<file path="src/include/alfio_pkg.sv">
package alfio_pkg;

	// ----------------------------------------------------------------
	// I/O map and reset values
	// ----------------------------------------------------------------
	localparam logic [5:0] IO_EVT_ADDR = 6'h0E;
	localparam logic [5:0] IO_TRIM_ADDR = 6'h31;
	localparam logic [5:0] IO_FLAGS_ADDR = 6'h3F;
	localparam logic [7:0] FLAGS_RESET = 8'h00;
	localparam logic [7:0] TRIM_RESET = 8'h00;
	localparam logic [7:0] DEBUG_RESET = 8'h00;
	localparam logic [7:0] EVT_RESET = 8'h00;

	// ----------------------------------------------------------------
	// Flag register bit positions
	// ----------------------------------------------------------------
	localparam int FLAG_C = 0;
	localparam int FLAG_Z = 1;
	localparam int FLAG_N = 2;
	localparam int FLAG_V = 3;
	localparam int FLAG_S = 4;
	localparam int FLAG_H = 5;
	localparam int FLAG_T = 6;
	localparam int FLAG_I = 7;

	// ----------------------------------------------------------------
	// Operations and types
	// ----------------------------------------------------------------
	typedef enum logic [3:0] {
		OP_ADD_REGS,
		OP_ADD_CARRY_REGS,
		OP_SUB_REGS,
		OP_SUB_IMM,
		OP_SUB_BORROW_REGS,
		OP_SUB_BORROW_IMM,
		OP_AND_REGS,
		OP_AND_IMM,
		OP_OR_REGS,
		OP_OR_IMM,
		OP_WORD_ADD_IMM,
		OP_WORD_SUB_IMM
	} alfio_op_t;

	typedef enum logic [1:0] {KIND_ADD, KIND_SUB, KIND_AND, KIND_OR} alfio_kind_t;

	typedef enum logic {ST_IDLE, ST_WORD_HI} alfio_fsm_t;

	typedef struct packed {
		alfio_op_t op;
		logic [7:0] a;
		logic [7:0] b;
		logic [7:0] a_hi;
	} alfio_req_t;

	typedef struct packed {
		logic [7:0] res;
		logic c;
		logic h;
		logic v;
		logic n;
		logic z;
	} alfio_alu_out_t;

	typedef struct packed {
		alfio_fsm_t fsm;
		logic [7:0] flags;
		logic [15:0] result;
		logic done;
		logic [7:0] lo;
		logic carry;
		logic word_sub;
		logic [7:0] a_hi;
		logic [7:0] evt;
		logic [7:0] trim;
		logic [7:0] dbg;
		logic [7:0] io_rdata;
	} alfio_state_t;

	function automatic alfio_kind_t op_kind(input alfio_op_t op);
		unique case (op)
			OP_ADD_REGS, OP_ADD_CARRY_REGS, OP_WORD_ADD_IMM: op_kind = KIND_ADD;
			OP_AND_REGS, OP_AND_IMM: op_kind = KIND_AND;
			OP_OR_REGS, OP_OR_IMM: op_kind = KIND_OR;
			default: op_kind = KIND_SUB;
		endcase
	endfunction

	function automatic logic uses_carry(input alfio_op_t op);
		uses_carry = (op == OP_ADD_CARRY_REGS) || (op == OP_SUB_BORROW_REGS) ||
			(op == OP_SUB_BORROW_IMM);
	endfunction

	function automatic logic is_word(input alfio_op_t op);
		is_word = (op == OP_WORD_ADD_IMM) || (op == OP_WORD_SUB_IMM);
	endfunction

endpackage

</file>
<file path="src/rtl/alfio_alu.sv">
`timescale 1ns/100ps
module alfio_alu (
	input wire logic [7:0] a, // Destination operand.
	input wire logic [7:0] b, // Source register or constant.
	input wire logic cin, // Carry or borrow in.
	input wire alfio_pkg::alfio_kind_t kind, // Operation class.
	output alfio_pkg::alfio_alu_out_t out // Result and raw flags.
);
	logic [8:0] full;
	logic [4:0] nib;

	always_comb begin
		full = 9'h000;
		nib = 5'h00;
		out = '0;
		unique case (kind)
			alfio_pkg::KIND_ADD: begin
				full = {1'b0, a} + {1'b0, b} + {8'h00, cin};
				nib = {1'b0, a[3:0]} + {1'b0, b[3:0]} + {4'h0, cin};
				out.res = full[7:0];
				out.v = (a[7] == b[7]) && (full[7] != a[7]);
			end
			alfio_pkg::KIND_SUB: begin
				full = {1'b0, a} - {1'b0, b} - {8'h00, cin};
				nib = {1'b0, a[3:0]} - {1'b0, b[3:0]} - {4'h0, cin};
				out.res = full[7:0];
				out.v = (a[7] != b[7]) && (full[7] != a[7]);
			end
			alfio_pkg::KIND_AND: out.res = a & b;
			alfio_pkg::KIND_OR: out.res = a | b;
		endcase
		// Bit 8 and bit 4 are carry for add and borrow for subtract.
		out.c = full[8];
		out.h = nib[4];
		out.n = out.res[7];
		out.z = (out.res == 8'h00);
	end
endmodule

</file>
<file path="src/rtl/alfio_core.sv">
// How it works
// (RL1) Add and add-with-carry of two registers, flags Z C N V H, one clock.
// (RL2) Word add of a constant to a register pair, flags Z C N V S, two clocks.
// (RL3) Subtract register or constant, flags Z C N V H, one clock.
// (RL4) Subtract register and carry, flags Z C N V H, one clock.
// (RL5) Subtract constant and carry, write back, flags Z C N V H, one clock.
// (RL6) Word subtract of a constant from a register pair, two clocks.
// (RL7) AND with register or constant, only Z N V change, one clock.
// (RL8) OR with register or constant, only Z N V change, one clock.
// (RL9) Event flags clear on writing one; writing zero leaves them.
// (RL10) Bit set and clear rewrite the whole register, clearing set flags other than a bit being cleared.
// (RL11) Bit set and clear reach only I/O locations 0x00 to 0x1F.
// (RL12) Software writes zero to reserved bits.
// (RL13) Software never writes reserved I/O addresses; the bench sets and clears bits at unmapped 0x1F.
// (RL14) With debug fuse off, the shared address selects the trim register.
// (RL15) AND and OR clear V, take Z and N from result, keep others.
`timescale 1ns/100ps
module alfio_core (
	input wire logic clk, // Core clock.
	input wire logic rst_n, // Asynchronous reset, active low.
	input wire logic req_valid, // Operation request.
	input wire alfio_pkg::alfio_req_t req, // Operation and operands.
	output logic req_ready, // Datapath can take a request.
	output logic [15:0] result, // Last result, word in full.
	output logic result_valid, // One-cycle pulse with result.
	output logic [7:0] flag_register, // Flag register contents.
	input wire logic [5:0] io_addr, // I/O address.
	input wire logic io_we, // I/O write strobe.
	input wire logic io_re, // I/O read strobe.
	input wire logic [7:0] io_wdata, // I/O write data.
	output logic [7:0] io_rdata, // I/O read data, one cycle later.
	input wire logic bit_valid, // Single-bit set or clear request.
	input wire logic [4:0] bit_addr, // Low I/O location only.
	input wire logic [2:0] bit_num, // Bit to act on.
	input wire logic bit_set, // 1 sets, 0 clears.
	input wire logic [7:0] event_in, // Hardware event set pulses.
	input wire logic debug_enable_fuse, // High when programmed.
	output logic [7:0] osc_trim, // Oscillator trim value.
	output logic [7:0] debug_data // Debug data register.
);
	localparam alfio_pkg::alfio_state_t STATE_RESET = '{
		fsm: alfio_pkg::ST_IDLE, flags: alfio_pkg::FLAGS_RESET,
		result: 16'h0000, done: 1'b0, lo: 8'h00, carry: 1'b0,
		word_sub: 1'b0, a_hi: 8'h00, evt: alfio_pkg::EVT_RESET,
		trim: alfio_pkg::TRIM_RESET, dbg: alfio_pkg::DEBUG_RESET,
		io_rdata: 8'h00};

	alfio_pkg::alfio_state_t s;
	alfio_pkg::alfio_state_t next_s;
	alfio_pkg::alfio_alu_out_t alu;
	alfio_pkg::alfio_kind_t alu_kind;
	logic [7:0] alu_a;
	logic [7:0] alu_b;
	logic alu_cin;
	logic [7:0] evt_clr;
	logic [7:0] rmw_val;

	// ----------------------------------------------------------------
	// I/O read decode
	// ----------------------------------------------------------------
	function automatic logic [7:0] io_read(input logic [5:0] addr);
		if (addr == alfio_pkg::IO_FLAGS_ADDR)
			io_read = s.flags;
		else if (addr == alfio_pkg::IO_TRIM_ADDR)
			io_read = debug_enable_fuse ? s.dbg : s.trim;
		else if (addr == alfio_pkg::IO_EVT_ADDR)
			io_read = s.evt;
		else
			io_read = 8'h00;
	endfunction

	alfio_alu u_alu (
		.a(alu_a),
		.b(alu_b),
		.cin(alu_cin),
		.kind(alu_kind),
		.out(alu)
	);

	// ----------------------------------------------------------------
	// Next state
	// ----------------------------------------------------------------
	always_comb begin
		next_s = s;
		next_s.done = 1'b0;
		alu_a = req.a;
		alu_b = req.b;
		alu_cin = 1'b0;
		alu_kind = alfio_pkg::op_kind(req.op);
		evt_clr = 8'h00;
		rmw_val = 8'h00;
		if (s.fsm == alfio_pkg::ST_WORD_HI) begin
			// High byte takes only the carry of the low byte. [RL2] [RL6]
			alu_a = s.a_hi;
			alu_b = 8'h00;
			alu_cin = s.carry;
			alu_kind = s.word_sub ? alfio_pkg::KIND_SUB : alfio_pkg::KIND_ADD;
		end else if (alfio_pkg::uses_carry(req.op)) begin
			alu_cin = s.flags[alfio_pkg::FLAG_C]; // [RL1] [RL4] [RL5]
		end

		if (io_re)
			next_s.io_rdata = io_read(io_addr);
		if (io_we && io_addr == alfio_pkg::IO_FLAGS_ADDR)
			next_s.flags = io_wdata;
		if (io_we && io_addr == alfio_pkg::IO_TRIM_ADDR) begin
			if (debug_enable_fuse)
				next_s.dbg = io_wdata;
			else
				next_s.trim = io_wdata; // [RL14]
		end
		if (io_we && io_addr == alfio_pkg::IO_EVT_ADDR)
			evt_clr = io_wdata; // [RL9]
		// The 5-bit address cannot reach above 0x1F. [RL11]
		if (bit_valid) begin
			rmw_val = io_read({1'b0, bit_addr});
			rmw_val[bit_num] = bit_set;
			// Flags read as one go back as one and are cleared, unless bit_num clears them. [RL10]
			if ({1'b0, bit_addr} == alfio_pkg::IO_EVT_ADDR)
				evt_clr = evt_clr | rmw_val;
		end
		// A new event beats a clear in the same cycle.
		next_s.evt = (s.evt & ~evt_clr) | event_in; // [RL9]

		unique case (s.fsm)
			alfio_pkg::ST_IDLE: begin
				if (req_valid && alfio_pkg::is_word(req.op)) begin
					next_s.fsm = alfio_pkg::ST_WORD_HI; // [RL2] [RL6]
					next_s.lo = alu.res;
					next_s.carry = alu.c;
					next_s.word_sub = (req.op == alfio_pkg::OP_WORD_SUB_IMM);
					next_s.a_hi = req.a_hi;
				end else if (req_valid) begin
					next_s.result = {8'h00, alu.res};
					next_s.done = 1'b1;
					next_s.flags[alfio_pkg::FLAG_Z] = alu.z;
					next_s.flags[alfio_pkg::FLAG_N] = alu.n;
					if (alu_kind == alfio_pkg::KIND_AND ||
						alu_kind == alfio_pkg::KIND_OR) begin
						next_s.flags[alfio_pkg::FLAG_V] = 1'b0; // [RL7] [RL8] [RL15]
					end else begin
						next_s.flags[alfio_pkg::FLAG_V] = alu.v; // [RL1] [RL3]
						next_s.flags[alfio_pkg::FLAG_C] = alu.c; // [RL4] [RL5]
						next_s.flags[alfio_pkg::FLAG_H] = alu.h;
					end
				end
			end
			alfio_pkg::ST_WORD_HI: begin
				next_s.fsm = alfio_pkg::ST_IDLE;
				next_s.result = {alu.res, s.lo}; // [RL2] [RL6]
				next_s.done = 1'b1;
				next_s.flags[alfio_pkg::FLAG_Z] = (alu.res == 8'h00) &&
					(s.lo == 8'h00);
				next_s.flags[alfio_pkg::FLAG_C] = alu.c;
				next_s.flags[alfio_pkg::FLAG_N] = alu.n;
				next_s.flags[alfio_pkg::FLAG_V] = alu.v;
				next_s.flags[alfio_pkg::FLAG_S] = alu.n ^ alu.v;
			end
		endcase
	end

	always_ff @(posedge clk or negedge rst_n) begin
		if (!rst_n)
			s <= STATE_RESET;
		else
			s <= next_s;
	end

	// Requests arriving during the high-byte cycle are not taken.
	assign req_ready = (s.fsm == alfio_pkg::ST_IDLE);
	assign result = s.result;
	assign result_valid = s.done;
	assign flag_register = s.flags;
	assign io_rdata = s.io_rdata;
	assign osc_trim = s.trim;
	assign debug_data = s.dbg;

	// ----------------------------------------------------------------
	// Assertions
	// ----------------------------------------------------------------
	logic take;
	assign take = req_valid && req_ready;

	a_add_one_clock: assert property (@(posedge clk) disable iff (!rst_n) // [RL1]
		take && req.op == alfio_pkg::OP_ADD_REGS |=> result_valid &&
		result[7:0] == 8'($past(req.a) + $past(req.b)))
		else $error("add result wrong or late");

	a_word_add_two: assert property (@(posedge clk) disable iff (!rst_n) // [RL2]
		take && req.op == alfio_pkg::OP_WORD_ADD_IMM |=> !result_valid ##1
		(result_valid && result == 16'({$past(req.a_hi, 2), $past(req.a, 2)} +
		{8'h00, $past(req.b, 2)})))
		else $error("word add wrong or not two clocks");

	a_sub_carry: assert property (@(posedge clk) disable iff (!rst_n) // [RL3]
		take && req.op == alfio_pkg::OP_SUB_IMM && !io_we |=>
		flag_register[alfio_pkg::FLAG_C] == ($past(req.a) < $past(req.b)))
		else $error("subtract borrow flag wrong");

	a_sbc_regs_value: assert property (@(posedge clk) disable iff (!rst_n) // [RL4]
		take && req.op == alfio_pkg::OP_SUB_BORROW_REGS |=>
		result[7:0] == 8'($past(req.a) - $past(req.b) -
		$past(flag_register[alfio_pkg::FLAG_C])))
		else $error("subtract with carry result wrong");

	a_sbc_imm_zero: assert property (@(posedge clk) disable iff (!rst_n) // [RL5]
		take && req.op == alfio_pkg::OP_SUB_BORROW_IMM && !io_we |=>
		flag_register[alfio_pkg::FLAG_Z] == (result[7:0] == 8'h00))
		else $error("subtract with carry zero flag wrong");

	a_word_sub_two: assert property (@(posedge clk) disable iff (!rst_n) // [RL6]
		take && req.op == alfio_pkg::OP_WORD_SUB_IMM |=> ##1 result_valid &&
		result == 16'({$past(req.a_hi, 2), $past(req.a, 2)} -
		{8'h00, $past(req.b, 2)}))
		else $error("word subtract wrong");

	a_and_keeps_c: assert property (@(posedge clk) disable iff (!rst_n) // [RL7]
		take && req.op == alfio_pkg::OP_AND_IMM && !io_we |=>
		result[7:0] == $past(req.a & req.b) &&
		$stable(flag_register[alfio_pkg::FLAG_C]))
		else $error("and result or carry wrong");

	a_or_clears_v: assert property (@(posedge clk) disable iff (!rst_n) // [RL8] [RL15]
		take && req.op == alfio_pkg::OP_OR_REGS && !io_we |=>
		!flag_register[alfio_pkg::FLAG_V] &&
		$stable(flag_register[alfio_pkg::FLAG_H]))
		else $error("or flag handling wrong");

	a_evt_one_clears: assert property (@(posedge clk) disable iff (!rst_n) // [RL9]
		io_we && io_addr == alfio_pkg::IO_EVT_ADDR |=>
		(s.evt & $past(io_wdata & s.evt & ~event_in)) == 8'h00)
		else $error("write of one did not clear event flag");

	a_evt_zero_keeps: assert property (@(posedge clk) disable iff (!rst_n) // [RL9] [RL10]
		io_we && io_addr == alfio_pkg::IO_EVT_ADDR && !bit_valid |=>
		(s.evt & $past(s.evt & ~io_wdata)) == $past(s.evt & ~io_wdata))
		else $error("write of zero changed event flag");

	a_trim_select: assert property (@(posedge clk) disable iff (!rst_n) // [RL14]
		io_we && io_addr == alfio_pkg::IO_TRIM_ADDR && !debug_enable_fuse |=>
		osc_trim == $past(io_wdata) && $stable(debug_data))
		else $error("shared address did not select trim register");

	c_word_op: cover property (@(posedge clk) disable iff (!rst_n)
		take && alfio_pkg::is_word(req.op) ##2 result_valid);
	c_bit_clears: cover property (@(posedge clk) disable iff (!rst_n)
		bit_valid && {1'b0, bit_addr} == alfio_pkg::IO_EVT_ADDR && s.evt != 0);
	c_set_beats_clear: cover property (@(posedge clk) disable iff (!rst_n)
		io_we && io_addr == alfio_pkg::IO_EVT_ADDR && (io_wdata & event_in) != 0);
endmodule
</file>
<file path="config.mk">
export PLATFORM = sky130hd
export DESIGN_NAME = alfio_core
export DESIGN_NICKNAME = d
export VERILOG_FILES = /design/src/include/alfio_pkg.sv /design/src/rtl/alfio_alu.sv /design/src/rtl/alfio_core.sv
export SDC_FILE = /design/constraint.sdc
export NUM_CORES = 1
export LEC_CHECK = 0
export ABC_CLOCK_PERIOD_IN_PS = 4750
export BUFFER_PORTS_ARGS = -buffer_cell sky130_fd_sc_hd__buf_2
export CAP_MARGIN = 20
export CORE_ASPECT_RATIO = 2
export CORE_MARGIN = 4
export CORE_UTILIZATION = 35
export DETAILED_ROUTE_END_ITERATION = 8
export PLACE_DENSITY = 0.52
export SLEW_MARGIN = 15
export SYNTH_ARGS = -nofsm -noshare
export SYNTH_HDL_FRONTEND = slang
export SYNTH_SLANG_ARGS = --single-unit
</file>
<file path="constraint.sdc">
create_clock -name clk -period 4.75 [get_ports clk]
set_clock_uncertainty 0.1 [all_clocks]
set_input_delay 0.2375 -clock clk [delete_from_list [all_inputs] [get_ports clk]]
set_output_delay 0.2375 -clock clk [all_outputs]
set_load 0.02 [all_outputs]
</file>
==> metrics <==
commonest non-fill, non-tap cell in the layout=buf_2; port buffer count=~120; Final Net Count=between 600 and 700; Int Power=roughly 1500 uW; WP data required=between 4 and 5 ns; row cnt=62; Post-synth ARST share=100.0%; number of synthesized flops with an enable pin=0; Layout Area Growth over Synthesis=15.41%; Clock power frac=33.0%; sequential share of the synthesized area=about 37%; DRC Markers=0; clk sinks=76; Die Span Y=~180 um; Placed Instances=roughly 760; Seq cells post-synth=76; Post-Syn Instances=~520; Slew headroom=between 30 and 40%; Clock Latency Late Sink=0.33 ns; CP arrival=between 4 and 5 ns; Util after Layout=roughly two fifths; Core Region=roughly 14000 sq um; max-cap viol count=0; Post-Synthesis Cell Area=5196 sq um; non-filler cells, final=782; CTS buffer count=9; die area=16980 sq um; Pre-antenna DRT Iters=9; diode count=0; syn_nets=around 620; min-delay worst type=in2reg; Worst-Margin Slew=around 0.98 ns; most frequent cells in the layout=buf_2, dfrtp_1, mux2_2; CP Max Fanout=14; crit path time final=slightly below 4 ns; fmax=253.2 MHz; Die X=94.16 um; critical path class=reg2reg; initial drt markers=187; # H-tree levels=3; top-level port count=between 100 and 150; Via density=~5.3; initial antenna violation count=0; Post-CTS Setup Bufs=0; status=finished, final reports clean; Syn Area/Cell=slightly above 10 sq um; Pleak=slightly below 0.003 uW; clock root cell=clkbuf_16; Setup crit start kind=register; switching power=736.2 uW; Final Hold Vio Count=0; RSZ-0062 raised after global routing=false; starting density of the core=36.01%; Primary FF master, synth=dfrtp_1; number of gates resized after cts=0; RePlAce Congestion=about 1; Synthesis Warnings=0; peak supply drop=between 150 and 200 uV; detailed-route wire length=around 15 mm; Clock Path Buffers=2; crit end category=register; setup_tns=0 ns; layout cells sized above 1=around 34%; Sw Ratio=~33%; Reg clk slew, reported paths=0.06 ns; detailed-route via count=around 4100; final setup vio count=0; remaining global-route overflow=0; pin count of the biggest net entering global routing=between 70 and 80; Power Density=370.9 nW/um^2; DP HPWL=12.34 mm; Final Max Slew Viols=0; sequential share of power=between 30 and 40%; vias in the first global route=4509; logic gate share of total power=29.1%; CTS tree=built; gr usage total=between 10% and 20%; first-pass GRT wire length=24.16 mm; wire per inst=between 15 and 20 um; Hold Slack=~0.011 ns; Tcrit/Tclk final=between 80 and 90%; count of cell types in the netlist=just over 70; Detail Route Antenna Nets=0
[path summary, 6_finish.rpt]
path	start	to	slack, ns	depth (start not counted)
setup / recovery	s[75]	flag_register[4]	0.80	13
hold / removal	event_in[7]	s[31]	0.01	2
setup reg to reg	s[75]	flag_register[4]	0.80	13
hold reg to reg	s[35]	s[35]	0.41	1
max in group asynchronous	rst_n	s[37]	3.72	3
min in group asynchronous	rst_n	debug_data[7]	0.23	2
[cells in the mapped netlist, drive strengths merged, types with 4 or more instances]
cell     number  share of area (%)
nand2        33                2.4
o31ai         4               0.67
nor2         26                1.9
a22o          7                1.2
nand3         5               0.48
fa            4                1.5
a21o          5               0.72
a222oi        8                1.5
xnor2         8                1.3
a21oi        27                2.9
a2bb2oi       5               0.84
ha           28                6.7
mux2         45                9.8
clkbuf        8               0.58
buf          61                8.4
nor4          4               0.60
o21a          4               0.58
mux2i        24                4.6
inv          32                2.3
o21ai        30                2.9
nor2b         4               0.48
nand2b       10                1.2
a31o          8                1.3
nor3b         4               0.58
dfrtp        76                 37
[per-stage QoR]
step	cell area [sq um]	power (uW)	setup slack [ns]
detailed placement	5584	1502	0.8170
finish	5997	2224	0.7999
floorplan	5196	1343	0.9097
global route	5997	2349	0.5979
global placement	5584	1490	0.8385
CTS	5949	2250	0.7997
[layout make-up]
class | instances | area (sq um)
tap | 192 | 240.2
clock inverter | 6 | 90.09
clock buffer | 9 | 225.2
fill | 1481 | 8432
timing repair buffer | 127 | 705.7
inverter | 32 | 120.1
multi-input combinational | 340 | 2714
sequential | 76 | 1902
[power by group through the flow]
stage	clock network, uW	registers, uW	logic, uW
3_3_place_gp	0	855	635
6_report	734	842	647
3_5_place_dp	0	857	644
4_1_cts	755	845	649
2_1_floorplan	0	824	519
5_1_grt	784	857	708
[state kept, by name, summed over array words and instances (netlist names)]
signal	flops
io_rdata	8
result_valid	1
flag_register	8
osc_trim	8
result	16
s	27
debug_data	8
[critical path, stage by stage, from the launching register on]
cell and delay (ns):
dfrtp_1 0.64, inv_1 0.42, nand2_1 0.25, inv_1 0.10, fa_1 0.44, inv_1 0.11, ha_1 0.27, and4_1 0.17
a21oi_1 0.24, mux2i_1 0.33, a21oi_1 0.11, a211o_1 0.35, xnor2_1 0.20, mux2i_1 0.09
[cells by family (layout without fill, tap and decap cells)]
| group | after synthesis | in the layout | share of synthesized area, % |
|---|---|---|---|
| multiplexers | 69 | 69 | 14.45 |
| adder cells (fa/ha/maj) | 32 | 32 | 8.283 |
| XOR/XNOR | 11 | 11 | 1.854 |
| AND/OR/NAND/NOR | 102 | 102 | 10.07 |
| buffers and inverters | 101 | 174 | 11.27 |
| flip-flops | 76 | 76 | 36.60 |
| AO/OA/AOI/OAI | 126 | 126 | 17.48 |
[per-layer routing]
layer,GRT usage [%],up-vias,part of all wire [%]
met5,0,-,0
met4,8.565,0,4.4
met3,3.468,38,5.3
met2,37.13,173,58
met1,17.28,1986,33
li1,-,1943,-
[what timing repair did]
action,CTS,global route
hold buffers,5,2
setup endpoints to repair,0,0
endpoints found under the hold margin,5,17
No activity file was read; power rests on OpenSTA's default activity.
